[src/design/sss_params.svh]
`ifndef SSS_PARAMS_SVH
`define SSS_PARAMS_SVH

// Clock and timebase
`define SSS_CLK_NS 40
`define SSS_TICK_NS 1000

// Data widths
`define SSS_VAL_W 16
`define SSS_TIME_W 24
`define SSS_ADDR_W 12

// Timing limits, in their own units
`define SSS_DC_MARGIN_US 300
`define SSS_DC_MIN_PERIOD_MS 10
`define SSS_TRIG_MIN_PERIOD_US 200
`define SSS_US_PER_MS 1000

// Register byte offsets
`define SSS_OFF_CTRL 6'h00
`define SSS_OFF_BIAS 6'h04
`define SSS_OFF_FIRST 6'h08
`define SSS_OFF_LAST 6'h0C
`define SSS_OFF_STEP 6'h10
`define SSS_OFF_PERIOD 6'h14
`define SSS_OFF_MDELAY 6'h18
`define SSS_OFF_SDELAY 6'h1C
`define SSS_OFF_HOLD 6'h20
`define SSS_OFF_TRGDLY 6'h24
`define SSS_OFF_INTEG 6'h28
`define SSS_OFF_CONV 6'h2C
`define SSS_OFF_STATUS 6'h30
`define SSS_OFF_IRQ_STAT 6'h34
`define SSS_OFF_IRQ_MASK 6'h38
`define SSS_OFF_SRCVAL 6'h3C

// Control register fields
`define SSS_CB_START 0
`define SSS_CB_STOP 1
`define SSS_CB_SWEEP 2
`define SSS_CB_TRIG 3
`define SSS_CB_REV 4
`define SSS_CB_EOS 5
`define SSS_CB_OST_LO 6
`define SSS_CB_OST_HI 7

// Status register fields
`define SSS_SB_DIR 5
`define SSS_SB_HELD 6
`define SSS_SB_ERR_LO 8

// Interrupt event bits
`define SSS_IRQ_STEP 0
`define SSS_IRQ_MEAS 1
`define SSS_IRQ_DONE 2
`define SSS_IRQ_ERR 3
`define SSS_IRQ_DROP 4
`define SSS_IRQ_W 5

// Timing check error bits
`define SSS_ERR_DCMARGIN 0
`define SSS_ERR_DCMIN 1
`define SSS_ERR_SDLY 2
`define SSS_ERR_TRGMIN 3
`define SSS_ERR_SUM 4
`define SSS_ERR_W 5

// Reset values
`define SSS_RST_PERIOD 10000
`define SSS_RST_CTRL 8'h00

`endif

[src/design/sss_pkg.sv]
package sss_pkg;

    // Sequencer states, one-hot
    typedef enum logic [4:0] {
        ST_IDLE = 5'h01,
        ST_HOLD = 5'h02,
        ST_MDLY = 5'h04,
        ST_MEAS = 5'h08,
        ST_WAIT = 5'h10
    } sss_state_t;

    // Output status of the source
    typedef enum logic [1:0] {
        OS_STANDBY = 2'h0,
        OS_OPERATE = 2'h1,
        OS_SUSPEND = 2'h2
    } sss_ostat_t;

endpackage

[src/design/sss_interval.sv]
`timescale 1ns/1ps
`include "sss_params.svh"

module sss_interval #(
    parameter int W = `SSS_TIME_W
) (
    input wire logic clock,
    input wire logic rst,
    input wire logic tick,
    input wire logic load,
    input wire logic clear,
    input wire logic [W-1:0] value,
    output logic expired
);
    logic [W-1:0] cnt_reg;
    logic active_reg;

    if (W < 2) begin : g_chk
        $error("sss_interval: width too small");
    end

    // Load wins over counting; clear stops the interval
    always_ff @(posedge clock) begin
        if (rst) begin
            cnt_reg <= '0;
            active_reg <= 1'b0;
        end else if (load) begin
            cnt_reg <= value;
            active_reg <= 1'b1;
        end else if (clear) begin
            active_reg <= 1'b0;
        end else if (tick && active_reg && cnt_reg != '0) begin
            cnt_reg <= cnt_reg - 1'b1;
        end
    end

    // Stays high until reloaded or cleared
    assign expired = active_reg && (cnt_reg == '0);
endmodule

[src/design/sss_top.sv]
`timescale 1ns/1ps
`include "sss_params.svh"

// Summary of operation
// Bias before sweep, first value at start
// Sweep: first step waits out hold time
// Triggers ignored until trigger delay elapses
// Automatic sampling steps every period
// Triggered sampling steps only on triggers
// Reverse bit picks one-way or round
// Round sweep steps back to first value
// Timing errors reported in operate or suspend
// DC: measure delay plus 300us below period
// DC: period at least 10 ms, forced on switching into DC, only flagged if written lower in DC
// Back to sweep restores period unless rewritten
// Sweep: source delay not above measure delay
// Sweep triggered: period at least 200us
// Delay, integration, conversion sum below period; checked in DC and auto sweep only, not in triggered sweep
// Software sets measure delay above settling
// Triggers during measurement are discarded
// No measurement in standby or suspend
// One-cycle sync and completion pulses
// Intervals counted in one timebase, loaded
module sss_top #(
    parameter int VW = `SSS_VAL_W,
    parameter int TW = `SSS_TIME_W
) (
    input wire logic CLOCK,
    input wire logic RST,
    input wire logic PSEL,
    input wire logic PENABLE,
    input wire logic PWRITE,
    input wire logic [`SSS_ADDR_W-1:0] PADDR,
    input wire logic [31:0] PWDATA,
    output logic [31:0] PRDATA,
    output logic PREADY,
    output logic PSLVERR,
    input wire logic TRIGGER_IN,
    output logic [VW-1:0] SOURCE_VALUE,
    output logic SYNC_OUT,
    output logic COMPLETE_OUT,
    output logic IRQ,
    output sss_pkg::sss_state_t SEQ_STATE
);
    import sss_pkg::*;

    localparam int TICK_CYC = (`SSS_TICK_NS + `SSS_CLK_NS - 1) / `SSS_CLK_NS;
    localparam logic [TW+1:0] DC_MARGIN = (TW+2)'(`SSS_DC_MARGIN_US * `SSS_TICK_NS / 1000);
    localparam logic [TW-1:0] DC_MIN =
        TW'(`SSS_DC_MIN_PERIOD_MS * `SSS_US_PER_MS * `SSS_TICK_NS / 1000);
    localparam logic [TW-1:0] TRG_MIN = TW'(`SSS_TRIG_MIN_PERIOD_US * `SSS_TICK_NS / 1000);

    if (VW < 2 || VW > 32 || TW < 15 || TW > 30) begin : g_chk
        $error("sss_top: unsupported width parameter");
    end

    logic pready_reg, pslverr_reg, irq_reg, sync_reg, cmpl_reg, trig_q_reg;
    logic [31:0] prdata_reg, rd_mux;
    logic mode_reg, samp_reg, rev_reg, eos_reg, dir_down_reg, held_reg, dc_wr_reg;
    logic [1:0] ostat_reg;
    logic [VW-1:0] bias_reg, first_reg, last_reg, step_reg, cur_reg, src_reg;
    logic [TW-1:0] period_reg, saved_reg, mdly_reg, sdly_reg, hold_reg, trgdly_reg;
    logic [TW-1:0] integ_reg, conv_reg;
    logic [`SSS_ERR_W-1:0] err_reg, errs;
    logic [`SSS_IRQ_W-1:0] irq_stat_reg, irq_mask_reg, ev;
    logic [7:0] tick_cnt_reg;
    sss_state_t state_reg;

    // Bus decode
    logic setup, hit, wr_acc, wr_ctrl, new_mode, start_cmd, stop_cmd;
    assign setup = PSEL && !PENABLE;
    assign hit = (PADDR[`SSS_ADDR_W-1:6] == '0) && (PADDR[1:0] == 2'h0);
    assign wr_acc = PSEL && PENABLE && PWRITE && pready_reg && hit;
    assign wr_ctrl = wr_acc && PADDR[5:0] == `SSS_OFF_CTRL;
    assign new_mode = PWDATA[`SSS_CB_SWEEP];
    assign start_cmd = wr_ctrl && PWDATA[`SSS_CB_START];
    assign stop_cmd = wr_ctrl && PWDATA[`SSS_CB_STOP];

    // Sequencer control terms
    logic tick, operate, trig_edge, trig_acc, drop, step_go, start_go, abort, meas_done, finish;
    logic hold_exp, trg_exp, sdly_exp, mdly_exp, meas_exp, per_exp;
    logic [VW-1:0] nxt_val;
    logic nxt_dir, step_load;
    logic [VW:0] up_sum;
    logic [TW:0] meas_len;
    assign tick = (tick_cnt_reg == 8'(TICK_CYC - 1));
    assign operate = (ostat_reg == OS_OPERATE);
    assign trig_edge = TRIGGER_IN && !trig_q_reg;
    assign trig_acc = trig_edge && trg_exp;
    assign drop = trig_edge && samp_reg && (state_reg == ST_MDLY || state_reg == ST_MEAS);
    assign start_go = start_cmd && operate && state_reg == ST_IDLE;
    assign abort = state_reg != ST_IDLE && (stop_cmd || !operate);
    assign step_go = !abort && ((state_reg == ST_HOLD && hold_exp)
        || (state_reg == ST_WAIT && (samp_reg ? trig_acc : per_exp)));
    assign meas_done = !abort && state_reg == ST_MEAS && meas_exp;
    assign step_load = step_go || (start_go && !mode_reg); // DC start is a step too
    assign up_sum = {1'b0, cur_reg} + {1'b0, step_reg};
    assign meas_len = {1'b0, integ_reg} + {1'b0, conv_reg};

    // Next sweep point; one-way ends at last, round turns back there
    always_comb begin
        nxt_val = cur_reg;
        nxt_dir = dir_down_reg;
        finish = 1'b0;
        if (!mode_reg) begin
            nxt_val = bias_reg;
        end else if (!dir_down_reg) begin
            if (cur_reg >= last_reg) begin
                if (rev_reg) begin
                    nxt_dir = 1'b1;
                    nxt_val = (last_reg - first_reg > step_reg) ? last_reg - step_reg : first_reg;
                end else begin
                    finish = 1'b1;
                end
            end else begin
                nxt_val = (up_sum >= {1'b0, last_reg}) ? last_reg : up_sum[VW-1:0];
            end
        end else if (cur_reg <= first_reg) begin
            finish = 1'b1;
        end else begin
            nxt_val = (cur_reg - first_reg > step_reg) ? cur_reg - step_reg : first_reg;
        end
    end

    // Timebase prescaler
    always_ff @(posedge CLOCK) begin
        if (RST || tick) begin
            tick_cnt_reg <= 8'h00;
        end else begin
            tick_cnt_reg <= tick_cnt_reg + 8'h01;
        end
    end

    // Interval timers, each loaded at its own starting event
    sss_interval #(.W(TW)) u_hold (.clock(CLOCK), .rst(RST), .tick(tick), .load(start_go),
        .clear(abort), .value(hold_reg), .expired(hold_exp));
    sss_interval #(.W(TW)) u_trg (.clock(CLOCK), .rst(RST), .tick(tick), .load(start_go),
        .clear(abort), .value(trgdly_reg), .expired(trg_exp));
    sss_interval #(.W(TW)) u_sdly (.clock(CLOCK), .rst(RST), .tick(tick), .load(step_load),
        .clear(abort), .value(sdly_reg), .expired(sdly_exp));
    sss_interval #(.W(TW)) u_mdly (.clock(CLOCK), .rst(RST), .tick(tick), .load(step_load),
        .clear(abort), .value(mdly_reg), .expired(mdly_exp));
    sss_interval #(.W(TW)) u_per (.clock(CLOCK), .rst(RST), .tick(tick), .load(step_load),
        .clear(abort), .value(period_reg), .expired(per_exp));
    sss_interval #(.W(TW+1)) u_meas (.clock(CLOCK), .rst(RST), .tick(tick),
        .load(state_reg == ST_MDLY && mdly_exp), .clear(abort), .value(meas_len),
        .expired(meas_exp));

    // Sequencer state
    always_ff @(posedge CLOCK) begin
        if (RST) begin
            state_reg <= ST_IDLE;
        end else begin
            case (state_reg)
                ST_IDLE: if (start_go) state_reg <= mode_reg ? ST_HOLD : ST_MDLY;
                ST_HOLD: if (abort) state_reg <= ST_IDLE; else if (step_go) state_reg <= ST_MDLY;
                ST_MDLY: if (abort) state_reg <= ST_IDLE; else if (mdly_exp) state_reg <= ST_MEAS;
                ST_MEAS: if (abort || (meas_done && finish)) state_reg <= ST_IDLE;
                    else if (meas_done) state_reg <= ST_WAIT;
                ST_WAIT: if (abort) state_reg <= ST_IDLE; else if (step_go) state_reg <= ST_MDLY;
                default: state_reg <= ST_IDLE;
            endcase
        end
    end

    // Sweep point, direction and source output
    always_ff @(posedge CLOCK) begin
        if (RST) begin
            cur_reg <= '0;
            src_reg <= '0;
            dir_down_reg <= 1'b0;
            held_reg <= 1'b0;
        end else if (start_go) begin
            cur_reg <= mode_reg ? first_reg : bias_reg;
            src_reg <= mode_reg ? first_reg : bias_reg;
            dir_down_reg <= 1'b0;
            held_reg <= 1'b0;
        end else if (state_reg == ST_IDLE) begin
            if (!held_reg) src_reg <= bias_reg;
        end else if (abort) begin
            src_reg <= bias_reg;
        end else if (meas_done) begin
            cur_reg <= nxt_val;
            dir_down_reg <= nxt_dir;
            held_reg <= finish && eos_reg;
            if (finish && !eos_reg) src_reg <= bias_reg;
        end else if ((state_reg == ST_MDLY || state_reg == ST_MEAS) && sdly_exp) begin
            src_reg <= cur_reg;
        end
    end

    // Step start and completion pulses
    always_ff @(posedge CLOCK) begin
        if (RST) begin
            sync_reg <= 1'b0;
            cmpl_reg <= 1'b0;
            trig_q_reg <= 1'b0;
        end else begin
            sync_reg <= step_load;
            cmpl_reg <= meas_done;
            trig_q_reg <= TRIGGER_IN;
        end
    end

    // Control and setting registers
    always_ff @(posedge CLOCK) begin
        if (RST) begin
            {eos_reg, rev_reg, samp_reg, mode_reg} <= 4'h0;
            ostat_reg <= OS_STANDBY;
            {bias_reg, first_reg, last_reg, step_reg} <= '0;
            {mdly_reg, sdly_reg, hold_reg, trgdly_reg, integ_reg, conv_reg} <= '0;
        end else if (wr_acc) begin
            case (PADDR[5:0])
                `SSS_OFF_CTRL: begin
                    mode_reg <= PWDATA[`SSS_CB_SWEEP];
                    samp_reg <= PWDATA[`SSS_CB_TRIG];
                    rev_reg <= PWDATA[`SSS_CB_REV];
                    eos_reg <= PWDATA[`SSS_CB_EOS];
                    ostat_reg <= PWDATA[`SSS_CB_OST_HI:`SSS_CB_OST_LO];
                end
                `SSS_OFF_BIAS: bias_reg <= PWDATA[VW-1:0];
                `SSS_OFF_FIRST: first_reg <= PWDATA[VW-1:0];
                `SSS_OFF_LAST: last_reg <= PWDATA[VW-1:0];
                `SSS_OFF_STEP: step_reg <= PWDATA[VW-1:0];
                `SSS_OFF_MDELAY: mdly_reg <= PWDATA[TW-1:0];
                `SSS_OFF_SDELAY: sdly_reg <= PWDATA[TW-1:0];
                `SSS_OFF_HOLD: hold_reg <= PWDATA[TW-1:0];
                `SSS_OFF_TRGDLY: trgdly_reg <= PWDATA[TW-1:0];
                `SSS_OFF_INTEG: integ_reg <= PWDATA[TW-1:0];
                `SSS_OFF_CONV: conv_reg <= PWDATA[TW-1:0];
                default: ;
            endcase
        end
    end

    // Period with DC floor and sweep restore
    always_ff @(posedge CLOCK) begin
        if (RST) begin
            period_reg <= TW'(`SSS_RST_PERIOD);
            saved_reg <= TW'(`SSS_RST_PERIOD);
            dc_wr_reg <= 1'b0;
        end else if (wr_ctrl && mode_reg && !new_mode) begin
            saved_reg <= period_reg;
            dc_wr_reg <= 1'b0;
            if (period_reg < DC_MIN) period_reg <= DC_MIN;
        end else if (wr_ctrl && !mode_reg && new_mode) begin
            if (!dc_wr_reg) period_reg <= saved_reg;
        end else if (wr_acc && PADDR[5:0] == `SSS_OFF_PERIOD) begin
            period_reg <= PWDATA[TW-1:0];
            if (!mode_reg) dc_wr_reg <= 1'b1;
        end
    end

    // Timing parameter checks
    always_comb begin
        errs = '0;
        errs[`SSS_ERR_DCMARGIN] = !mode_reg
            && ({2'b0, mdly_reg} + DC_MARGIN >= {2'b0, period_reg});
        errs[`SSS_ERR_DCMIN] = !mode_reg && period_reg < DC_MIN;
        errs[`SSS_ERR_SDLY] = mode_reg && sdly_reg > mdly_reg;
        errs[`SSS_ERR_TRGMIN] = mode_reg && samp_reg && period_reg < TRG_MIN;
        errs[`SSS_ERR_SUM] = (!mode_reg || !samp_reg)
            && ({2'b0, mdly_reg} + {1'b0, meas_len} >= {2'b0, period_reg});
    end

    // Error flags shown only in operate or suspend
    always_ff @(posedge CLOCK) begin
        if (RST) begin
            err_reg <= '0;
        end else begin
            err_reg <= (ostat_reg == OS_OPERATE || ostat_reg == OS_SUSPEND) ? errs : '0;
        end
    end

    // Sticky events, write one to clear; a new event wins
    assign ev = {drop, (|(errs & ~err_reg)) && (operate || ostat_reg == OS_SUSPEND),
                 meas_done && finish, meas_done, step_go};
    always_ff @(posedge CLOCK) begin
        if (RST) begin
            irq_stat_reg <= '0;
            irq_mask_reg <= '0;
            irq_reg <= 1'b0;
        end else begin
            irq_stat_reg <= (irq_stat_reg & ~((wr_acc && PADDR[5:0] == `SSS_OFF_IRQ_STAT)
                ? PWDATA[`SSS_IRQ_W-1:0] : '0)) | ev;
            if (wr_acc && PADDR[5:0] == `SSS_OFF_IRQ_MASK) irq_mask_reg <= PWDATA[`SSS_IRQ_W-1:0];
            irq_reg <= |(irq_stat_reg & irq_mask_reg);
        end
    end

    // Read data select
    always_comb begin
        rd_mux = 32'h00000000;
        case (PADDR[5:0])
            `SSS_OFF_CTRL: rd_mux = 32'({ostat_reg, eos_reg, rev_reg, samp_reg, mode_reg, 2'b00});
            `SSS_OFF_BIAS: rd_mux = 32'(bias_reg);
            `SSS_OFF_FIRST: rd_mux = 32'(first_reg);
            `SSS_OFF_LAST: rd_mux = 32'(last_reg);
            `SSS_OFF_STEP: rd_mux = 32'(step_reg);
            `SSS_OFF_PERIOD: rd_mux = 32'(period_reg);
            `SSS_OFF_MDELAY: rd_mux = 32'(mdly_reg);
            `SSS_OFF_SDELAY: rd_mux = 32'(sdly_reg);
            `SSS_OFF_HOLD: rd_mux = 32'(hold_reg);
            `SSS_OFF_TRGDLY: rd_mux = 32'(trgdly_reg);
            `SSS_OFF_INTEG: rd_mux = 32'(integ_reg);
            `SSS_OFF_CONV: rd_mux = 32'(conv_reg);
            `SSS_OFF_STATUS: begin
                rd_mux[4:0] = state_reg;
                rd_mux[`SSS_SB_DIR] = dir_down_reg;
                rd_mux[`SSS_SB_HELD] = held_reg;
                rd_mux[`SSS_SB_ERR_LO +: `SSS_ERR_W] = err_reg;
            end
            `SSS_OFF_IRQ_STAT: rd_mux = 32'(irq_stat_reg);
            `SSS_OFF_IRQ_MASK: rd_mux = 32'(irq_mask_reg);
            `SSS_OFF_SRCVAL: rd_mux = 32'(src_reg);
            default: rd_mux = 32'h00000000;
        endcase
    end

    // APB answer: one wait-free access cycle, data and error caught at setup
    always_ff @(posedge CLOCK) begin
        if (RST) begin
            pready_reg <= 1'b0;
            pslverr_reg <= 1'b0;
            prdata_reg <= 32'h00000000;
        end else begin
            pready_reg <= setup;
            pslverr_reg <= setup && !hit;
            if (setup) prdata_reg <= (hit && !PWRITE) ? rd_mux : 32'h00000000;
        end
    end

    assign PRDATA = prdata_reg;
    assign PREADY = pready_reg;
    assign PSLVERR = pslverr_reg;
    assign IRQ = irq_reg;
    assign SOURCE_VALUE = src_reg;
    assign SYNC_OUT = sync_reg;
    assign COMPLETE_OUT = cmpl_reg;
    assign SEQ_STATE = state_reg;
endmodule

[config.mk]
export PLATFORM = sky130hd
export DESIGN_NAME = sss_top
export DESIGN_NICKNAME = d
export VERILOG_FILES = /design/src/design/sss_pkg.sv /design/src/design/sss_interval.sv /design/src/design/sss_top.sv
export VERILOG_INCLUDE_DIRS = /design/src /design/src/design
export SDC_FILE = /design/constraint.sdc
export NUM_CORES = 2
export LEC_CHECK = 0
export ABC_AREA = 0
export BUFFER_PORTS_ARGS = -buffer_cell sky130_fd_sc_hd__buf_2
export CORE_ASPECT_RATIO = 1.2
export CORE_UTILIZATION = 60
export CTS_CLUSTER_DIAMETER = 30
export CTS_CLUSTER_SIZE = 12
export DETAILED_ROUTE_END_ITERATION = 16
export PLACE_DENSITY = 0.79
export SLEW_MARGIN = 20
export SYNTH_ARGS = -nofsm -noshare
export SYNTH_HDL_FRONTEND = slang
export SYNTH_HIERARCHICAL = 1
export SYNTH_SLANG_ARGS = --single-unit
[constraint.sdc]
create_clock -name CLOCK -period 5.7 [get_ports CLOCK]
set_input_delay 1.14 -clock CLOCK [delete_from_list [all_inputs] [get_ports CLOCK]]
set_output_delay 1.14 -clock CLOCK [all_outputs]
set_load 0.02 [all_outputs]
---- After elaboration in Yosys (flattened, before gate mapping) ----
Cells that the tools add are included.
word-level totals
  bits in registers ....................... 511
  input bits .............................. 50
  logic and storage cells ................. 320
operators by class
  add/sub/neg operators ................... 15
  $lt $le $gt $ge ......................... 10
  eq/ne operators ......................... 37
  muxes and demuxes ....................... 71
  bitwise gates (word level) .............. 11
  reduce and logical (&&, ||, !) cells .... 133
operators by type and width
  kind                                                                   number
  24-bit 2-to-1 mux                                                      20
  16-bit 2-to-1 mux                                                      20
  11-bit one-hot mux with 12 select lines                                1
  24-bit logical NOT                                                     5
  24-bit nonzero test                                                    5
  24-bit by 1-bit subtractor with 24-bit output (second input constant)  5
  7-bit one-hot mux with 16 select lines                                 1
  25-bit 2-to-1 mux                                                      3
  5-bit one-hot mux with 13 select lines                                 1
  16-bit subtractor                                                      4
  1-bit logical AND                                                      58
  6-bit == test (second input constant)                                  8
  5-bit 2-to-1 mux                                                       8
  2-bit AND reduction                                                    17
  16-bit > comparator                                                    2
  32-bit 2-to-1 mux                                                      1
  24-bit by 25-bit adder with 26-bit output                              1
  26-bit by 24-bit >= comparator with 1-bit output                       1
  24-bit by 24-bit adder with 25-bit output                              1
  24-bit by 9-bit adder with 25-bit output (second input constant)       1
  25-bit by 24-bit >= comparator with 1-bit output                       1
  25-bit logical NOT                                                     1
  25-bit nonzero test                                                    1
  25-bit by 1-bit subtractor with 25-bit output (second input constant)  1
  47 further kinds                                                       110

---- Depth between registers and ports, before layout ----
  depth after elaboration ................. 15
  depth in mapped cells ................... 25

---- By module ----
Netlist, hierarchy kept.
modules (own cells, without submodules)
  module                     times used  cells an instance  area each (um^2)  seq. area each (um^2)
  sss_top                    1           3,408              25,704.7          7,106.8
  sss_interval (u_hold ...)  5           178                1,534.0           500.5
  sss_interval (u_meas)      1           186                1,647.8           520.5

---- Worst setup path before layout ----
Ideal clock, no wire load.
  path type ............................... register to register
  from .................................... reg integ_reg[5]
  to ...................................... reg irq_stat_reg[3]
  arrival ................................. 4,587 ps
  required time ........................... 5,572 ps
  setup slack ............................. 985 ps
  stages on the path, launching flop included .. 23
  path through ............................ dfxtp_1 -> ha_1 -> or2_2 -> o31a_1 -> a2111o_1 -> a31o_2 -> a21oi_1 -> nor2b_1 -> o21a_1 -> nor2_1 -> xnor2_1 -> ha_1 -> nor4_1 -> a221o_1 -> a211oi_1 -> o221a_2 -> o41ai_1 -> xnor2_1 -> ha_1 -> nor4_1 -> o2111ai_1 -> nand2_1 -> o211ai_1
on the way
  cells in the longest elaborated chain, start to end .. 8
RTL lines
  element                                           RTL line        RTL
  start: declaration                                sss_top.sv:63   logic [TW-1:0] integ_reg, conv_reg;
  start signal: assignment                          sss_top.sv:229  `SSS_OFF_INTEG: integ_reg <= PWDATA[TW-1:0];
  24-bit by 24-bit adder with 25-bit output         sss_top.sv:98   assign meas_len = {1'b0, integ_reg} + {1'b0, conv_reg};
  net meas_len[13]                                  sss_top.sv:85   logic [TW:0] meas_len;
  24-bit by 25-bit adder with 26-bit output         sss_top.sv:263  && ({2'b0, mdly_reg} + {1'b0, meas_len} >= {2'b0, period_reg});
  26-bit by 24-bit >= comparator with 1-bit output  sss_top.sv:263
  1-bit logical AND                                 sss_top.sv:263
  5-bit AND                                         sss_top.sv:276  assign ev = {drop, (|(errs & ~err_reg)) && (operate || ostat_reg == OS_SUSPEND),
  5-bit OR reduction                                sss_top.sv:276
  1-bit logical AND                                 sss_top.sv:276
  5-bit OR                                          sss_top.sv:284  irq_stat_reg <= (irq_stat_reg & ~((wr_acc && PADDR[5:0] == `SSS_OFF_IRQ_STAT)
  end signal: assignment                            sss_top.sv:284
  end: declaration                                  sss_top.sv:65   logic [`SSS_IRQ_W-1:0] irq_stat_reg, irq_mask_reg, ev;
The timed path passes the listed nets, and every way through them passes these cells.
A chain may end at the register's enable or synchronous reset.

---- Worst setup path in the final report ----
  from .................................... reg cur_reg[1]
  to ...................................... reg cur_reg[12]
on the way
  cells in the longest elaborated chain, start to end .. 10
  elaborated cells on any way between the ends .. 20
RTL lines
  element                                                                                  RTL line                        RTL
  start: declaration                                                                       sss_top.sv:61                   logic [VW-1:0] bias_reg, first_reg, last_reg, step_reg, cur_reg, src_reg;
  start signal: assignment                                                                 sss_top.sv:174                  cur_reg <= mode_reg ? first_reg : bias_reg;
  start signal: assignment                                                                 sss_top.sv:183                  cur_reg <= nxt_val;
  16-bit by 16-bit adder with 17-bit output or 16-bit subtractor (tied branches)           sss_top.sv:97, sss_top.sv:121
  17-bit by 16-bit >= comparator with 1-bit output or 16-bit > comparator (tied branches)  sss_top.sv:116, sss_top.sv:121
  16-bit 2-to-1 mux (on tied branches)                                                     sss_top.sv:116, sss_top.sv:121
  16-bit 2-to-1 mux (on tied branches)                                                     sss_top.sv:108, sss_top.sv:118
  16-bit 2-to-1 mux                                                                        sss_top.sv:107                  end else if (!dir_down_reg) begin
  16-bit 2-to-1 mux                                                                        sss_top.sv:105                  if (!mode_reg) begin
  16-bit 2-to-1 mux                                                                        sss_top.sv:182                  end else if (meas_done) begin
  16-bit 2-to-1 mux                                                                        sss_top.sv:180                  end else if (abort) begin
  16-bit 2-to-1 mux                                                                        sss_top.sv:178                  end else if (state_reg == ST_IDLE) begin
  16-bit 2-to-1 mux                                                                        sss_top.sv:173                  end else if (start_go) begin
Parallel ways exist; a longest one is shown, timed or not. The select of a mux whose other input is x is not followed.

==> impl_metrics.py <==
metrics = {
    "placed_design": {
        "dpl-instance-area_mm2": 0.03661,
        "pre_cts_ws_ns": 0.1210,
        "hpwlAfterDp_um": 104300,
        "io_buffer_count": 91,
        "gp_congestion": 1.113,
    },
    "clock_tree": {
        "cts_max_level": 3,
        "cts.sinks": 506,
        "cts_setup_buffers": 0,
        "cts_buffers": 97,
        "clk_path_buf_depth": 3,
        "clock_latency_ns": 0.69,
        "cts_root_buffer": "clkbuf_16",
        "cts.clk_slew.worst_paths_ns": 0.06,
        "cts_tree": "yes",
    },
    "critical_path": {
        "r2r_cells": 18,
        "timing.rr.end": "cur_reg[12]$_SDFFE_PP0P_",
        "end_kind": "flip-flop",
        "crit_arrival_ns": 6.12,
        "crit_fanout": 9,
        "worstSetupPathType": "reg -> reg",
        "rrSetupSlack_ns": 0.12,
        "worstSetupStartpointType": "flip-flop",
        "cp.required_ns": 6.24,
        "rr_startpoint": "cur_reg[1]$_SDFFE_PP0P_",
    },
    "hold_path": {
        "min_to": "saved_reg[0]$_SDFFE_PP0P_",
        "hold_start": "saved_reg[0]$_SDFFE_PP0P_",
        "hp-class": "reg -> reg",
        "hold_depth": 2,
    },
    "power_and_ir_drop": {
        "peakVddDrop_mv": 0.2254,
        "internal-power_uw": 7310,
        "p_leak_uw": 0.01548,
        "power_switching_uw": 2422,
        "p_sw_share_pct": 24.88,
        "seqPwrFrac_pct": 36.4,
        "combPwrFrac_pct": 2.3,
        "powerDensity_mw_per_mm2": 242.7,
        "p_clk_share_pct": 61.2,
    },
    "die": {
        "die_h_um": 266.7,
        "start_util_pct": 61.00,
        "io_pins": 108,
        "num_rows": 96,
        "die-area_mm2": 0.05935,
        "fp.dieW_um": 222.6,
        "coreArea_mm2": 0.05742,
    },
    "timing": {
        "finalHoldViolCount": 0,
        "timing.fmax_mhz": 179.3,
        "setup_violations": 0,
        "tns_ns": 0,
        "finalCritPeriodShare_pct": 97.87,
        "finalMaxSlewViolations": 0,
        "worst_slack_ns": 0.1214,
        "skew_ns": 0.03708,
        "worst_pin_slew_ns": 1.294,
        "fin_crit_ns": 5.579,
        "slew_headroom_pct": 13.58,
    },
    "final_layout": {
        "nets": 4910,
        "post-route-cell-area_mm2": 0.04009,
        "layout_common_cells": "nand2_1 (634), dfxtp_1 (506), a21oi_1 (458), nor2_1 (380), ha_1 (283)",
        "drive_gt1_share_pct": 12.04,
        "syn_to_final_growth_pct": 14.48,
        "utilization_pct": 69.83,
        "layout_commonest_cell": "nand2_1",
        "largest_reg_flops": 25,
    },
    "drt": {
        "drtIter0Drc": 5547,
        "ant_nets": 0,
        "vias": 37625,
        "drc": 0,
        "viasPerCell": 6.978,
        "wire_per_inst_um": 26.87,
        "drt_first_pass_iters": 9,
        "drt_wl_total_um": 144900,
    },
    "grt": {
        "grt_pass1_vias": 35286,
        "grt-ovfl-total": 0,
        "grt_first_pass_wirelength_um": 215100,
        "grt_antenna_before_repair": 16,
        "grt_max_degree": 179,
        "grt_usage_pct": 47.89,
    },
    "outcome": {
        "status": "completed",
    },
    "synthesis": {
        "synthArstFlopShare_pct": 0,
        "netlist_area_mm2": 0.03502,
        "ys.flop_type": "dfxtp_1",
        "syn_avg_cell_area_um2": 7.811,
        "ys_seq_elements": 506,
        "synth_warnings": 6,
        "synthCells": 4484,
        "ys_seq_area_share_pct": 28.92,
        "synth_cell_types": 102,
        "synth_edf_count": 0,
    },
    "flow_run": {
        "maxCapViolations": 0,
    },
}
## timing repair
item,in CTS,in global routing
hold buffers,0,0
resized for setup,0,10
endpoints found under the setup margin,0,17
## per-stage QoR
step / hold slack, ns / instances / total power, uW
after floorplan: 0.4293 / 4491 / 3736
after global placement: 0.4351 / 5205 / 3829
after detailed placement: 0.4428 / 5205 / 3829
after CTS: 0.4492 / 5384 / 9696
after global routing: 0.4704 / 5385 / 9890
final: 0.4516 / 5392 / 9732
## layout make-up
cell class	instances	area (um^2)
Multi-Input combinational cell	3520	23220
Fill cell	4658	17320
Sequential cell	506	10130
Clock buffer	108	2559
Timing Repair Buffer	237	1622
Tap cell	735	919.6
Clock inverter	71	844.6
Inverter	208	780.7
Antenna cell	7	17.52
## synthesized netlist by cell type (all sizes together), types with 24 or more instances
master / number / area [um^2]
nand2: 636 / 2392
dfxtp: 506 / 10130
a21oi: 466 / 2370
nor2: 384 / 1451
ha: 283 / 3541
clkbuf: 209 / 784.5
inv: 207 / 777.0
xnor2: 181 / 1585
a211oi: 147 / 1109
o21ai: 138 / 690.7
nor3: 108 / 570.6
nand3: 100 / 563.0
nor4: 87 / 758.2
a22oi: 76 / 570.6
mux2i: 65 / 650.6
or3: 58 / 394.1
nor2b: 47 / 294.0
a21o: 44 / 330.3
buf: 43 / 270.3
a221oi: 38 / 339.1
nand2b: 36 / 225.2
nand4: 33 / 206.5
a31oi: 32 / 200.2
o22ai: 32 / 200.2
and3: 30 / 193.9
o21a: 29 / 217.7
a2111oi: 28 / 245.2
o211ai: 28 / 210.2
or4: 25 / 195.2
xor2: 24 / 210.2
## worst max path at each step
stage,startpoint,endpoint
6_report,cur_reg[1]$_SDFFE_PP0P_,cur_reg[12]$_SDFFE_PP0P_
2_1_floorplan,integ_reg[5]$_SDFFE_PP0P_,irq_stat_reg[3]$_SDFF_PP0_
4_1_cts,integ_reg[0]$_SDFFE_PP0P_,irq_stat_reg[3]$_SDFF_PP0_
3_5_place_dp,integ_reg[0]$_SDFFE_PP0P_,irq_stat_reg[3]$_SDFF_PP0_
5_1_grt,integ_reg[1]$_SDFFE_PP0P_,irq_stat_reg[3]$_SDFF_PP0_
3_3_place_gp,integ_reg[0]$_SDFFE_PP0P_,irq_stat_reg[3]$_SDFF_PP0_
## power groups by stage
stage	Clock (uW)	Sequential (uW)	Combinational [uW]
global placement	0	3620	209
detailed placement	0	3620	210
global route	6120	3540	229
CTS	5940	3550	211
floorplan	0	3620	116
finish	5960	3550	228
## critical path: stages (launching register included)
cell and delay (ns):
dfxtp_1 0.59, ha_1 0.34, nor2_1 0.17, a2111oi_0 0.12
buf_4 0.17, nor3_2 0.57, a221oi_1 0.26, xnor2_1 0.21
ha_1 0.32, nand4_1 0.20, nor2_1 0.38, o2111ai_2 0.43
a32oi_1 0.40, buf_4 0.17, nor2_1 0.04, buf_4 0.13
mux2_2 0.26, a2111oi_0 0.49, o32ai_1 0.16
## per-layer routing
layer | up-vias | global-route usage, % | share of wire (%)
met5 | - | 0.7444 | 0.087
met3 | 972 | 16.33 | 13
met1 | 17338 | 52.16 | 33
li1 | 16562 | - | -
met2 | 2733 | 72.66 | 42
met4 | 20 | 45.72 | 11
## cells by family after synthesis
kind of cell    count (synthesis)  synth area share, %
mux                            79                2.404
compound gates               1276                24.12
other cells                     1              0.01071
buf+inv                       465                5.366
flops                         506                28.92
simple gates                 1662                23.54
fa+ha+maj                     290                10.51
xor+xnor                      205                5.127
Power figures use the tool's default switching activity.
